### src/inc/tdp_consts.vh
// Constants for the timer based dual pulse generator
`ifndef TDP_CONSTS_VH
`define TDP_CONSTS_VH
`define TDP_ADDR_W 4
`define TDP_A_COUNT 4'h0
`define TDP_A_PERIOD 4'h1
`define TDP_A_CTRL 4'h2
`define TDP_A_FLAGS 4'h3
`define TDP_A_MDUTY 4'h4
`define TDP_A_SEND 4'h5
`define TDP_A_SPHASE 4'h6
`define TDP_A_MDUTY_ACT 4'h7
`define TDP_A_SEND_ACT 4'h8
`define TDP_A_SPHASE_ACT 4'h9
`define TDP_A_STATUS 4'ha
`define TDP_RUN_BIT 2
`define TDP_PS_LSB 0
`define TDP_PS_MSB 1
`define TDP_FLAG_BIT 0
`define TDP_COUNT_RST 8'h00
`define TDP_PERIOD_RST 8'hff
`define TDP_ZERO8 8'h00
`define TDP_CTRL_RST 3'h0
`define TDP_PS_DIV1 4'h0
`define TDP_PS_DIV4 4'h3
`define TDP_PS_DIV8 4'h7
`define TDP_PS_DIV16 4'hf
`define TDP_PS_ZERO 4'h0
`define TDP_PS_ONE 4'h1
`endif

### src/design/tdp_timer_pwm.v
// Eight bit period timer with prescaler driving a master and a phase shifted slave pulse
// Behaviour
// - Counter advances by one on each prescaler output pulse from the system clock.
// - Prescale select 00,01,10,11 divides by 1,4,8,16.
// - Counter counts up from zero, returns to zero on increment after period match.
// - Counter equal to period sets the match flag while run is set and not in sleep.
// - Reset sets counter to zero and period to all ones.
// - Counter and period are fully readable and writable anytime.
// - Run bit at control bit 2 enables counting; cleared halts it.
// - Prescale counter cleared by counter write, control write, and reset.
// - Control write leaves the counter value unchanged.
// - Pulse period is period plus one times prescaled clock, shared by both.
// - Both channels share frequency; phase and duty programmed independently.
// - Rollover clears counter and copies pending duty, end, phase to active.
// - Pending master duty writable anytime; active changes only at rollover.
// - Master high time equals duty value prescaled clock periods.
// - Master duty percent equals duty over period plus one times 100.
// - Slave delayed from master by phase value prescaled periods.
// - Phase degrees equal phase over period plus one times 360.
// - Duty value is only a ceiling; no cycle by cycle modulation here.
// - Slave duty is end minus phase, wrapping modulo period plus one when negative.
// - In sleep the timer holds and pulse state holds; resume on wake.
//
// The strobed register port and the address map were decided locally.
`include "tdp_consts.vh"
module tdp_timer_pwm #(
  parameter AW = `TDP_ADDR_W
) (
  input wire mclk,
  input wire rstn,
  input wire sleep,
  input wire [AW-1:0] addr,
  input wire [7:0] wdata,
  input wire wr,
  input wire rd,
  output reg [7:0] rdata,
  output reg master_pulse,
  output reg slave_pulse,
  output reg match_flag
);
  reg [7:0] timer_count_reg;
  reg [7:0] period_value_reg;
  reg [2:0] timer_control_reg;
  reg [3:0] ps_count_reg;
  reg [7:0] master_duty_pending_reg;
  reg [7:0] slave_end_pending_reg;
  reg [7:0] slave_phase_pending_reg;
  reg [7:0] master_duty_active_reg;
  reg [7:0] slave_end_active_reg;
  reg [7:0] slave_phase_active_reg;
  reg [3:0] ps_limit;
  reg [7:0] rdata_next;
  wire run = timer_control_reg[`TDP_RUN_BIT];
  wire [1:0] ps_sel = timer_control_reg[`TDP_PS_MSB:`TDP_PS_LSB];
  wire wr_count = wr && (addr == `TDP_A_COUNT);
  wire wr_ctrl = wr && (addr == `TDP_A_CTRL);
  wire wr_flag = wr && (addr == `TDP_A_FLAGS);
  wire match = (timer_count_reg == period_value_reg);
  // Sleep freezes everything that moves, so state resumes as it was
  wire tick = run && !sleep && (ps_count_reg == ps_limit);
  wire rollover = tick && match;
  wire [7:0] count_next = rollover ? `TDP_ZERO8 : timer_count_reg + 8'h01;

  always @* begin
    case (ps_sel)
      2'b00: ps_limit = `TDP_PS_DIV1;
      2'b01: ps_limit = `TDP_PS_DIV4;
      2'b10: ps_limit = `TDP_PS_DIV8;
      default: ps_limit = `TDP_PS_DIV16;
    endcase
  end

  always @(posedge mclk) begin
    if (!rstn) begin
      ps_count_reg <= `TDP_PS_ZERO;
    end else if (wr_count || wr_ctrl) begin
      ps_count_reg <= `TDP_PS_ZERO;
    end else if (run && !sleep) begin
      ps_count_reg <= (ps_count_reg == ps_limit) ? `TDP_PS_ZERO : ps_count_reg + `TDP_PS_ONE;
    end
  end

  always @(posedge mclk) begin
    if (!rstn) begin
      timer_count_reg <= `TDP_COUNT_RST;
      period_value_reg <= `TDP_PERIOD_RST;
      timer_control_reg <= `TDP_CTRL_RST;
      master_duty_pending_reg <= `TDP_ZERO8;
      slave_end_pending_reg <= `TDP_ZERO8;
      slave_phase_pending_reg <= `TDP_ZERO8;
    end else begin
      // Software write wins over the increment in the same cycle
      if (wr_count) begin
        timer_count_reg <= wdata;
      end else if (tick) begin
        timer_count_reg <= count_next;
      end
      if (wr && addr == `TDP_A_PERIOD) begin
        period_value_reg <= wdata;
      end
      if (wr_ctrl) begin
        timer_control_reg <= wdata[`TDP_RUN_BIT:0];
      end
      if (wr && addr == `TDP_A_MDUTY) begin
        master_duty_pending_reg <= wdata;
      end
      if (wr && addr == `TDP_A_SEND) begin
        slave_end_pending_reg <= wdata;
      end
      if (wr && addr == `TDP_A_SPHASE) begin
        slave_phase_pending_reg <= wdata;
      end
    end
  end

  always @(posedge mclk) begin
    if (!rstn) begin
      master_duty_active_reg <= `TDP_ZERO8;
      slave_end_active_reg <= `TDP_ZERO8;
      slave_phase_active_reg <= `TDP_ZERO8;
    end else if (rollover) begin
      master_duty_active_reg <= master_duty_pending_reg;
      slave_end_active_reg <= slave_end_pending_reg;
      slave_phase_active_reg <= slave_phase_pending_reg;
    end
  end

  // Pulses are set and reset by compares on the value the counter takes next,
  // so edges line up with the count change; set wins when both compares hit.
  always @(posedge mclk) begin
    if (!rstn) begin
      master_pulse <= 1'b0;
      slave_pulse <= 1'b0;
    end else if (tick) begin
      if (rollover) begin
        master_pulse <= 1'b1;
      end else if (count_next == master_duty_active_reg) begin
        master_pulse <= 1'b0;
      end
      // End below phase wraps through the rollover, giving modulo duty
      if (count_next == slave_phase_active_reg) begin
        slave_pulse <= 1'b1;
      end else if (count_next == slave_end_active_reg) begin
        slave_pulse <= 1'b0;
      end
    end
  end

  // Match raises the flag; set wins over a software clear in the same cycle
  always @(posedge mclk) begin
    if (!rstn) begin
      match_flag <= 1'b0;
    end else if (match && run && !sleep) begin
      match_flag <= 1'b1;
    end else if (wr_flag) begin
      match_flag <= wdata[`TDP_FLAG_BIT];
    end
  end

  always @* begin
    case (addr)
      `TDP_A_COUNT: rdata_next = timer_count_reg;
      `TDP_A_PERIOD: rdata_next = period_value_reg;
      `TDP_A_CTRL: rdata_next = {5'h00, timer_control_reg};
      `TDP_A_FLAGS: rdata_next = {7'h00, match_flag};
      `TDP_A_MDUTY: rdata_next = master_duty_pending_reg;
      `TDP_A_SEND: rdata_next = slave_end_pending_reg;
      `TDP_A_SPHASE: rdata_next = slave_phase_pending_reg;
      `TDP_A_MDUTY_ACT: rdata_next = master_duty_active_reg;
      `TDP_A_SEND_ACT: rdata_next = slave_end_active_reg;
      `TDP_A_SPHASE_ACT: rdata_next = slave_phase_active_reg;
      `TDP_A_STATUS: rdata_next = {6'h00, slave_pulse, master_pulse};
      default: rdata_next = `TDP_ZERO8;
    endcase
  end

  always @(posedge mclk) begin
    if (!rstn) begin
      rdata <= `TDP_ZERO8;
    end else if (rd) begin
      rdata <= rdata_next;
    end else begin
      rdata <= `TDP_ZERO8;
    end
  end
endmodule // tdp_timer_pwm

### config.mk
export PLATFORM = sky130hd
export DESIGN_NAME = tdp_timer_pwm
export DESIGN_NICKNAME = d
export VERILOG_FILES = /design/src/design/tdp_timer_pwm.v
export VERILOG_INCLUDE_DIRS = /design/src /design/src/inc
export SDC_FILE = /design/constraint.sdc
export NUM_CORES = 1
export LEC_CHECK = 0
export BUFFER_PORTS_ARGS = -buffer_cell sky130_fd_sc_hd__buf_2
export CAP_MARGIN = 20
export CELL_PAD_IN_SITES_DETAIL_PLACEMENT = 0
export CELL_PAD_IN_SITES_GLOBAL_PLACEMENT = 1
export CORE_UTILIZATION = 46
export DETAILED_ROUTE_END_ITERATION = 16
export HOLD_SLACK_MARGIN = 0.05
export PLACE_DENSITY = 0.84
export SETUP_SLACK_MARGIN = 0.05
export SYNTH_ARGS = -nofsm -noshare
export SYNTH_HDL_FRONTEND = slang
export SYNTH_SLANG_ARGS = --single-unit
### constraint.sdc
create_clock -name mclk -period 2.9 [get_ports mclk]
set_clock_uncertainty 0.05 [all_clocks]
set_input_delay 0.58 -clock mclk [delete_from_list [all_inputs] [get_ports mclk]]
set_output_delay 0.58 -clock mclk [all_outputs]
set_load 0.02 [all_outputs]
==> impl_summary.txt, run 1 <==
----------------------------------------------------
[Outcome]
  Run status ... finished, final reports clean

[GRT]
  Global routing usage on met2 ... 0.432
  Via count of the first global-routing pass ... 3572
  Pin count of the biggest net entering global routing ... 34
  Busiest layer in global routing ... met2
  Overall Global Routing Usage ... 0.266
  Global-route wire length before repair ... 20300 microns
  Met1 track utilization from global routing ... 0.357
  Remaining Overflow, GRT ... 0
  Met3 track demand over resource in global routing ... 0.0338
  Antenna violations before repair ... 0

[Floorplan]
  Die span in x ... 101 microns
  Top-level port count ... 28
  Die outline height ... 101 microns
  Starting density of the core ... 0.482
  Cell row count ... 35
  Area inside the core boundary ... 9420 sq um
  Area enclosed by the die boundary ... 10300 sq um

[Clocking]
  Clock tree from TritonCTS ... yes
  Root buffer cell ... clkbuf_8
  H-tree depth ... 3
  Clock-pin slew on the worst setup and hold paths ... 0.09 ns
  Hold buffer count at CTS ... 0
  Clk sink count ... 82
  Number of buffers created by CTS ... 9
  Number of buffers between clock root and the deepest sink ... 2
  Later-pin clock latency in the skew report ... 0.36 ns
  Setup fix buffers added after clock tree synthesis ... 0
  Post-CTS resize count ... 0

[Logic synthesis]
  Synth area leader ... dfxtp_1
  Post-Synthesis Cells ... 539
  Most used DFF post-synth ... dfxtp_1
  Synthesized flop and latch total ... 82
  Async set-reset flop share out of synthesis ... 0
  Ranking of synthesized cells by area ... dfxtp_1, mux2i_1, nand2_1
  Avg Cell Area, Syn ... 8.42 sq um
  Post-synthesis sequential area ratio ... 0.362
  Syn_nets ... 558
  Count of flip-flops with a built-in enable after synthesis ... 0
  Number of synthesis warnings ... 0
  Fraction of synthesized cell area taken by the top area cell type ... 0.362
  Number of different library cells in the post-synthesis netlist ... 56
  Synth Cell Area ... 4540 sq um

[Power and ir drop]
  Combinational fraction of design power ... 0.090
  PD cells ... 462 nW/um^2
  Share of power burned in registers ... 0.499
  Lkg Pwr ... 1.93 nW
  Psw ... 584 uW
  Part of the total power dissipated in the clock network ... 0.411
  Switching share of power ... 0.252
  Design Power ... 2.32 mW
  Internal Pwr Total ... 1.74 mW
  Worst supply voltage drop on vdd ... 0.000287 V

[STA]
  Slew @ Worst Pin ... 0.692 ns
  Unrepaired setup endpoints after global routing ... false
  Worst slew slack as a fraction of its limit ... 0.538
  Crit path time final ... 2.49 ns
  Post-Route Setup TNS ... 0 ns
  Fmax ... 0.402 GHz
  Setup Viol. Count Final ... 0
  Final number of max-transition violations ... 0
  Crit share post-route ... 0.858
  Hold violation count in the final report ... 0
  Minimum setup slack in the final design ... 0.413 ns

[Placed design]
  IO Port Bufs ... 27
  Number of placed instances with taps included ... 677
  Global placement routability congestion ... 0.954
  Detailed placer's ending HPWL ... 9460 microns
  Worst slack, placed ... 0.408 ns

[Route]
  Remaining number of nets flagged by the antenna check after routing ... 0
  DR vias ... 3979
  Count of TritonRoute iterations in the first routing pass ... 5
  Total wire length after detailed routing ... 13000 microns
  # DRC ... 0
  Via/cell ratio ... 5.74
  Number of violations reported at the end of detailed-routing iteration 0 ... 247
  Final routed wire length divided by cell count ... 18.7 microns

[Setup path]
  Timing startpoint of the critical path ... timer_count_reg[0]$_SDFFE_PN0P_
  Endpoint class of the critical path ... register
  Capture point of the worst path ... slave_pulse$_SDFFE_PN0P_
  Setup Crit Path Kind ... register to register
  Nature of the critical path startpoint ... register
  Arrival time at the worst endpoint ... 2.68 ns
  Worst EP required ... 3.09 ns
  FF-to-FF path depth ... 8
  Register-to-Register Setup Slack ... 0.41 ns
  Reg2Reg Launch Point ... timer_count_reg[0]$_SDFFE_PN0P_
  Worst Path Max Fanout ... 7
  Reg-to-Reg End ... slave_pulse$_SDFFE_PN0P_

[Worst hold path]
  Worst min-delay path class ... register to register

[Final layout]
  Multi-input logic area ... 2720 sq um
  Area delta synth->final ... 10.6%
  Share of final-layout standard cells stronger than drive strength 1 ... 0.131
  Footprint of the flip-flops and latches ... 1640 sq um
  Non-filler instance count after layout ... 693
  Antenna diode count ... 0
  Net count of the finished layout ... 578
  Most used cells in the layout excluding fill and tap cells ... nand2_1, dfxtp_1, nor2_1
  Most common library cell in the layout ignoring fill and taps ... nand2_1
  Layout filler cell count ... 905

[Job]
  Max Cap Violations ... 0

----------------------------------------------------
## layout make-up
cell class,count,area share
sequential,82,0.327
tap,129,0.0322
clock buffer,11,0.0282
timing repair buffer,43,0.0508
clock inverter,5,0.0172
multi-input combinational,419,0.542
inverter,4,0.00299
## worst max-delay path: stages, from the launching register on
cell,delay [ns]
dfxtp_1,0.50
ha_1,0.30
nand3_1,0.12
xnor2_1,0.30
a21boi_2,0.31
xor2_1,0.09
or3_1,0.35
nor4_1,0.25
o21ai_0,0.10
## metal layers
metal,wire length [microns],share of wire
met1,5840,0.45
met2,6040,0.47
met3,784,0.060
met4,321,0.025
met5,0,0
## synth_stat cells, types with 4 or more instances
library cell / number
mux4_2: 4
o21ai_0: 17
nand3_1: 26
a31oi_1: 4
a21boi_1: 9
dfxtp_1: 82
or3_1: 4
a22oi_1: 5
mux2i_1: 36
nand2_1: 94
buf_4: 4
inv_1: 4
o211a_1: 7
o32ai_1: 4
xor2_1: 13
xnor2_1: 19
nor3_1: 9
clkbuf_1: 23
nor2b_1: 30
nand2b_1: 4
a21boi_0: 19
nor2_1: 38
a21oi_1: 24
## how the worst min path moves through the flow
stage | endpoint | cells past startpoint | slack [ns] | from
CTS | master_duty_active_reg[2]$_SDFFE_PN0N_ | 2 | 0.43 | master_duty_pending_reg[2]$_SDFFE_PN0P_
global placement | master_duty_active_reg[6]$_SDFFE_PN0N_ | 2 | 0.41 | master_duty_pending_reg[6]$_SDFFE_PN0P_
floorplan | master_duty_active_reg[2]$_SDFFE_PN0N_ | 2 | 0.39 | master_duty_pending_reg[2]$_SDFFE_PN0P_
detailed placement | master_duty_active_reg[6]$_SDFFE_PN0N_ | 2 | 0.42 | master_duty_pending_reg[6]$_SDFFE_PN0P_
finish | master_duty_active_reg[2]$_SDFFE_PN0N_ | 2 | 0.43 | master_duty_pending_reg[2]$_SDFFE_PN0P_
global route | slave_end_active_reg[6]$_SDFFE_PN0N_ | 2 | 0.46 | slave_end_pending_reg[6]$_SDFFE_PN0P_
## cells by family (layout without fill, tap and decap cells)
kind of cell,Yosys count,in the layout,synth area share
simple gates,229,229,0.245
compound gates,111,111,0.172
flops,82,82,0.362
mux,42,42,0.104
buf+inv,38,63,0.0389
xor+xnor,35,35,0.0725
fa+ha+maj,2,2,0.00551
## power by group through the flow
stage	clock, mW	combinational [mW]	sequential, mW
after detailed placement	0	0.207	1.18
after global routing	1.02	0.226	1.16
after global placement	0	0.205	1.18
after CTS	0.971	0.207	1.16
final	0.954	0.209	1.16
after floorplan	0	0.147	1.17
## stage by stage
| step | utilization | cell area (sq um) | hold WS, ns |
|---|---|---|---|
| 3_3_place_gp | 0.509 | 4790 | 0.410 |
| 2_1_floorplan | - | 4540 | 0.395 |
| 4_1_cts | 0.533 | 5020 | 0.433 |
| 6_report | 0.533 | 5020 | 0.427 |
| 5_1_grt | 0.533 | 5020 | 0.460 |
| 3_5_place_dp | 0.509 | 4790 | 0.417 |
Power figures use the tool's default switching activity.
==> run 2: changes to the inputs <==
- RECOVER_POWER: default -> 100
==> impl_summary.txt, run 2 (same netlist as run 1, synthesis figures left out) <==
----------------------------------------------------
[Power and ir drop]
  PD cells ... 467 nW/um^2
  Lkg Pwr ... 1.85 nW
  Internal Pwr Total ... 1.73 mW
  Psw ... 588 uW
  Combinational fraction of design power ... 0.089
  Share of power burned in registers ... 0.498
  Part of the total power dissipated in the clock network ... 0.412
  Worst supply voltage drop on vdd ... 0.000289 V
  Switching share of power ... 0.253

[Floorplan]
  Cell row count ... 35
  Starting density of the core ... 0.482
  Die span in x ... 101 microns
  Area enclosed by the die boundary ... 10300 sq um
  Die outline height ... 101 microns
  Top-level port count ... 28
  Area inside the core boundary ... 9420 sq um

[Outcome]
  Run status ... finished, final reports clean

[Clocking]
  Hold buffer count at CTS ... 0
  Clock tree from TritonCTS ... yes
  Setup fix buffers added after clock tree synthesis ... 0
  Number of buffers between clock root and the deepest sink ... 2
  H-tree depth ... 3
  Clock-pin slew on the worst setup and hold paths ... 0.09 ns
  Post-CTS resize count ... 0
  Number of buffers created by CTS ... 9
  Later-pin clock latency in the skew report ... 0.36 ns
  Root buffer cell ... clkbuf_8
  Clk sink count ... 82

[GRT]
  Remaining Overflow, GRT ... 0
  Pin count of the biggest net entering global routing ... 34
  Antenna violations before repair ... 0
  Overall Global Routing Usage ... 0.266
  Global-route wire length before repair ... 20300 microns
  Via count of the first global-routing pass ... 3572

[Placed design]
  Global placement routability congestion ... 0.954
  Number of placed instances with taps included ... 677
  Placed standard-cell area ... 4790 sq um
  IO Port Bufs ... 27
  Detailed placer's ending HPWL ... 9460 microns

[Setup path]
  Nature of the critical path startpoint ... input pin
  Arrival time at the worst endpoint ... 2.80 ns
  Endpoint class of the critical path ... register
  Critical Path Slowest Stage Cell ... clkbuf_1
  Worst EP required ... 3.11 ns
  Setup Crit Path Kind ... input pin to register
  Worst Path Max Fanout ... 20
  Largest incremental delay on the critical path ... 0.82 ns
  Worst-path cell chain ... clkbuf_1, nor2b_1, clkbuf_1, a22o_1, a221oi_1, o22ai_1, nor2b_1

[Route]
  Number of violations reported at the end of detailed-routing iteration 0 ... 199
  Met3 wire length ... 824 microns
  Met1 layer wirelength in the final routing ... 5870 microns
  Routed wire length on met2 ... 6080 microns
  Remaining number of nets flagged by the antenna check after routing ... 0
  Uppermost metal layer occupied by signal nets ... met4
  Total wire length after detailed routing ... 13100 microns
  Count of TritonRoute iterations in the first routing pass ... 5
  Final routed wire length divided by cell count ... 18.9 microns
  # DRC ... 0
  Via/cell ratio ... 5.77
  DR vias ... 3999

[Final layout]
  Utilization after layout ... 0.528
  Share of final-layout standard cells stronger than drive strength 1 ... 0.0993
  Non-filler instance count after layout ... 693
  Layout filler cell count ... 920
  Most common library cell in the layout ignoring fill and taps ... nand2_1
  Footprint of the flip-flops and latches ... 1640 sq um
  Antenna diode count ... 0
  Area delta synth->final ... 9.57%
  Most used cells in the layout excluding fill and tap cells ... nand2_1, dfxtp_1, nor2_1
  Net count of the finished layout ... 578
  Final standard cell area without fillers ... 4970 sq um
  Multi-input logic area ... 2700 sq um

[STA]
  Final number of max-transition violations ... 0
  Worst slew slack as a fraction of its limit ... 0.236
  Hold violation count in the final report ... 0
  Unrepaired setup endpoints after global routing ... false
  Fmax ... 0.386 GHz
  Crit share post-route ... 0.893
  Slew @ Worst Pin ... 1.15 ns
  Final-layout worst hold slack ... 0.438 ns
  Setup Viol. Count Final ... 0
  Crit path time final ... 2.59 ns
  Post-Route Setup TNS ... 0 ns

[Worst hold path]
  Worst min-delay path class ... register to register

[Job]
  Max Cap Violations ... 0

----------------------------------------------------
==> run 2: cell types whose count changed in the layout (fill, tap and decap cells not counted), sizes merged <==
cell,change
buf,-18
clkbuf,+18
==> run 2: path summary, 6_finish.rpt <==
| path | startpoint | endpoint | slack [ns] | cells past startpoint |
|---|---|---|---|---|
| hold / removal | master_duty_pending_reg[2]$_SDFFE_PN0P_ | master_duty_active_reg[2]$_SDFFE_PN0N_ | 0.44 | 2 |
| setup reg to reg | timer_count_reg[0]$_SDFFE_PN0P_ | slave_pulse$_SDFFE_PN0P_ | 0.40 | 8 |
| setup / recovery | addr[3] | rdata[7]$_SDFF_PN0_ | 0.31 | 7 |
| hold reg to reg | master_duty_pending_reg[2]$_SDFFE_PN0P_ | master_duty_active_reg[2]$_SDFFE_PN0N_ | 0.44 | 2 |
==> run 2: stage by stage <==
step | setup WS (ns) | total power, mW
6_report | 0.309 | 2.32
3_5_place_dp | 0.408 | 1.39
5_1_grt | 0.157 | 2.40
2_1_floorplan | 0.522 | 1.32
3_3_place_gp | 0.436 | 1.39
4_1_cts | 0.404 | 2.34
==> run 2: cell type report <==
class / count / share of cell area
Timing Repair Buffer: 43 / 0.0446
Clock inverter: 5 / 0.0174
Clock buffer: 11 / 0.0284
Tap cell: 129 / 0.0325
Multi-Input combinational cell: 419 / 0.544
Inverter: 4 / 0.00302
Sequential cell: 82 / 0.330
==> run 2: per-layer routing <==
layer,global-route usage,vias to the layer above
met3,0.0338,21
met2,0.432,133
li1,-,1923
met1,0.357,1922
met4,0.108,0
met5,0,-
==> run 2: worst max-delay path: cells and delay by family <==
kind	cells	cell delay [ns]
simple gates	2	0.30
compound gates	3	0.73
buf+inv	2	1.18
==> run 2: power by group through the flow <==
stage / clock network, mW / logic [mW] / registers (mW)
after global placement: 0 / 0.205 / 1.18
final: 0.958 / 0.207 / 1.16
after floorplan: 0 / 0.147 / 1.17
after detailed placement: 0 / 0.207 / 1.18
after CTS: 0.971 / 0.207 / 1.16
after global routing: 1.02 / 0.224 / 1.16
==> run 3: changes to the inputs <==
- ABC_AREA: default -> 1
- CORE_UTILIZATION: 46 -> 43
==> impl_summary.txt, run 3 <==
----------------------------------------------------
[Outcome]
  Run status ... finished, final reports clean

[Logic synthesis]
  Syn_nets ... 627
  Async set-reset flop share out of synthesis ... 0
  Number of different library cells in the post-synthesis netlist ... 30
  Post-synthesis sequential area ratio ... 0.398
  Most instantiated cells after synthesis ... nand2_1, inv_1, dfxtp_1, a21oi_1, nand3_1
  Ranking of synthesized cells by area ... dfxtp_1, nand2_1, inv_1
  Most used DFF post-synth ... dfxtp_1
  Synthesized flop and latch total ... 82
  Post-Synthesis Cells ... 608
  Avg Cell Area, Syn ... 6.78 sq um
  Fraction of synthesized cell area taken by the top area cell type ... 0.398
  Dominant cell by count in the synthesized netlist ... nand2_1
  Synth area leader ... dfxtp_1
  Synth Cell Area ... 4120 sq um
  Count of flip-flops with a built-in enable after synthesis ... 0
  Number of synthesis warnings ... 0

[Final layout]
  Most common library cell in the layout ignoring fill and taps ... nand2_1
  Layout filler cell count ... 1005
  Net count of the finished layout ... 655
  Share of final-layout standard cells stronger than drive strength 1 ... 0.0625
  Most used cells in the layout excluding fill and tap cells ... nand2_1, inv_1, dfxtp_1
  Area delta synth->final ... 11.3%
  Antenna diode count ... 0

[Floorplan]
  Starting density of the core ... 0.444
  Area enclosed by the die boundary ... 9980 sq um
  Cell row count ... 35
  Top-level port count ... 28
  Area inside the core boundary ... 9280 sq um
  Die span in x ... 99.9 microns
  Die outline height ... 99.9 microns

[STA]
  Crit path time final ... 2.42 ns
  Slew @ Worst Pin ... 0.735 ns
  Worst slew slack as a fraction of its limit ... 0.510
  Final number of max-transition violations ... 0
  Fmax ... 0.414 GHz
  Crit share post-route ... 0.833
  Unrepaired setup endpoints after global routing ... false
  Setup Viol. Count Final ... 0
  Post-Route Setup TNS ... 0 ns
  Hold violation count in the final report ... 0

[Route]
  Final routed wire length divided by cell count ... 16.8 microns
  # DRC ... 0
  Via/cell ratio ... 5.39
  Count of TritonRoute iterations in the first routing pass ... 5
  DR vias ... 4144
  Total wire length after detailed routing ... 13000 microns
  Number of violations reported at the end of detailed-routing iteration 0 ... 270
  Remaining number of nets flagged by the antenna check after routing ... 0

[Setup path]
  FF-to-FF path depth ... 15
  Arrival time at the worst endpoint ... 2.61 ns
  Worst-path cell chain ... inv_1, nand2_1, nand2_1, nor2_1, nand2_1, nor2_1, nand2_2, nand2_1, nand2_1, nand2_1, nand3_1, nor2_1, nand2_1, nand2_1, a21oi_1
  CP dominant cell by count ... nand2_1
  Worst EP required ... 3.10 ns
  Category of cells accounting for the largest share of critical-path delay ... simple AND/OR/NAND/NOR gates
  Nature of the critical path startpoint ... register
  Largest incremental delay on the critical path ... 0.45 ns
  Worst Path Max Fanout ... 31
  Number of gates on the worst path with buffers counted ... 15
  Setup Crit Path Kind ... register to register
  Critical Path Slowest Stage Cell ... dfxtp_1
  Endpoint class of the critical path ... register
  Buffers and inverters on the worst path ... 1

[GRT]
  Global-route wire length before repair ... 20900 microns
  Pin count of the biggest net entering global routing ... 45
  Via count of the first global-routing pass ... 3957
  Antenna violations before repair ... 0
  Remaining Overflow, GRT ... 0
  Overall Global Routing Usage ... 0.277

[Power and ir drop]
  Worst supply voltage drop on vdd ... 0.000193 V
  PD cells ... 490 nW/um^2
  Design Power ... 2.25 mW
  Lkg Pwr ... 1.76 nW

[Clocking]
  Clk sink count ... 82
  Root buffer cell ... clkbuf_8
  Number of buffers between clock root and the deepest sink ... 2
  Number of buffers created by CTS ... 9
  Hold buffer count at CTS ... 0
  Later-pin clock latency in the skew report ... 0.36 ns
  Clock-pin slew on the worst setup and hold paths ... 0.08 ns
  Clock tree from TritonCTS ... yes
  H-tree depth ... 3
  Setup fix buffers added after clock tree synthesis ... 0
  Post-CTS resize count ... 0

[Worst hold path]
  Worst min-delay path class ... register to register
  Worst hold stages ... 2

[Placed design]
  Detailed placer's ending HPWL ... 9390 microns
  Global placement routability congestion ... 0.923
  IO Port Bufs ... 27

[Job]
  Max Cap Violations ... 0

----------------------------------------------------
run 3: cell count changes after synthesis, moves of 6 or more:
cell / before / now
inv_1: 4 / 85
nor2b_1: 30 / 0
mux2i_1: 36 / 0
a21oi_1: 24 / 61
xnor2_1: 19 / 0
o211ai_1: 1 / 9
nand2_1: 94 / 139
o21ai_0: 17 / 50
xor2_1: 13 / 7
nand3_1: 26 / 52
a21boi_1: 9 / 0
a21boi_0: 19 / 0
clkbuf_1: 23 / 16
o22ai_1: 2 / 15
run 3: cell type report:
class,count,area [sq um],share of cell area
clock buffers,13,159,0.0346
clock inverters,2,60.1,0.0131
inverters,89,334,0.0728
multi-input cells,414,2030,0.443
flip-flops and latches,82,1640,0.358
well taps,129,161,0.0352
repair buffers,40,200,0.0436
run 3: logic make-up (layout without fill, tap and decap cells):
| logic type | Yosys count | in the layout | share of synthesized area |
|---|---|---|---|
| DFF | 82 | 82 | 0.398 |
| buffers and inverters | 112 | 144 | 0.109 |
| adders and majority gates | 2 | 2 | 0.00607 |
| AOI/OAI and AO/OA | 161 | 161 | 0.223 |
| and+or+nand+nor | 244 | 244 | 0.249 |
| xor gates and xnor gates | 7 | 7 | 0.0149 |
run 3: stage by stage:
| step | hold slack (ns) | utilization | cells | setup slack, ns | area, sq um |
|---|---|---|---|---|---|
| floorplan | 0.378 | - | 608 | 0.886 | 4120 |
| global placement | 0.398 | 0.474 | 754 | 0.376 | 4400 |
| detailed placement | 0.406 | 0.474 | 754 | 0.335 | 4400 |
| CTS | 0.419 | 0.498 | 769 | 0.572 | 4620 |
| global route | 0.431 | 0.494 | 769 | 0.195 | 4590 |
| finish | 0.419 | 0.494 | 769 | 0.485 | 4590 |
run 3: tightest hold or removal path: stages, from the launching register on:
cell and delay, ns:
dfxtp_1 0.31, inv_1 0.06, a21oi_1 0.06
run 3: metal layers:
layer  vias to the layer above  GRT usage  wire, microns
met5                         -          0              0
met4                         0     0.0916            257
met3                        20     0.0432            789
met2                       157      0.457           5940
met1                      1894      0.370           5960
li1                       2073          -              -
run 3: power breakdown:
| part | internal (mW) | leakage (nW) | total, mW | switching (mW) |
|---|---|---|---|---|
| Sequential | 1.14 | 0.662 | 1.15 | 0.00869 |
| Combinational | 0.0419 | 0.992 | 0.149 | 0.108 |
| Clock | 0.529 | 0.110 | 0.950 | 0.421 |
| Total | 1.71 | 1.76 | 2.25 | 0.537 |
run 3: final timing paths:
| check | startpoint | to | slack (ns) |
|---|---|---|---|
| worst max register to register | timer_count_reg[0]$_SDFFE_PN0P_ | slave_pulse$_SDFFE_PN0P_ | 0.48 |
| worst max-delay path | timer_count_reg[0]$_SDFFE_PN0P_ | slave_pulse$_SDFFE_PN0P_ | 0.48 |
| worst min-delay path | slave_end_pending_reg[7]$_SDFFE_PN0P_ | slave_end_pending_reg[7]$_SDFFE_PN0P_ | 0.42 |
| worst min register to register | slave_end_pending_reg[7]$_SDFFE_PN0P_ | slave_end_pending_reg[7]$_SDFFE_PN0P_ | 0.42 |
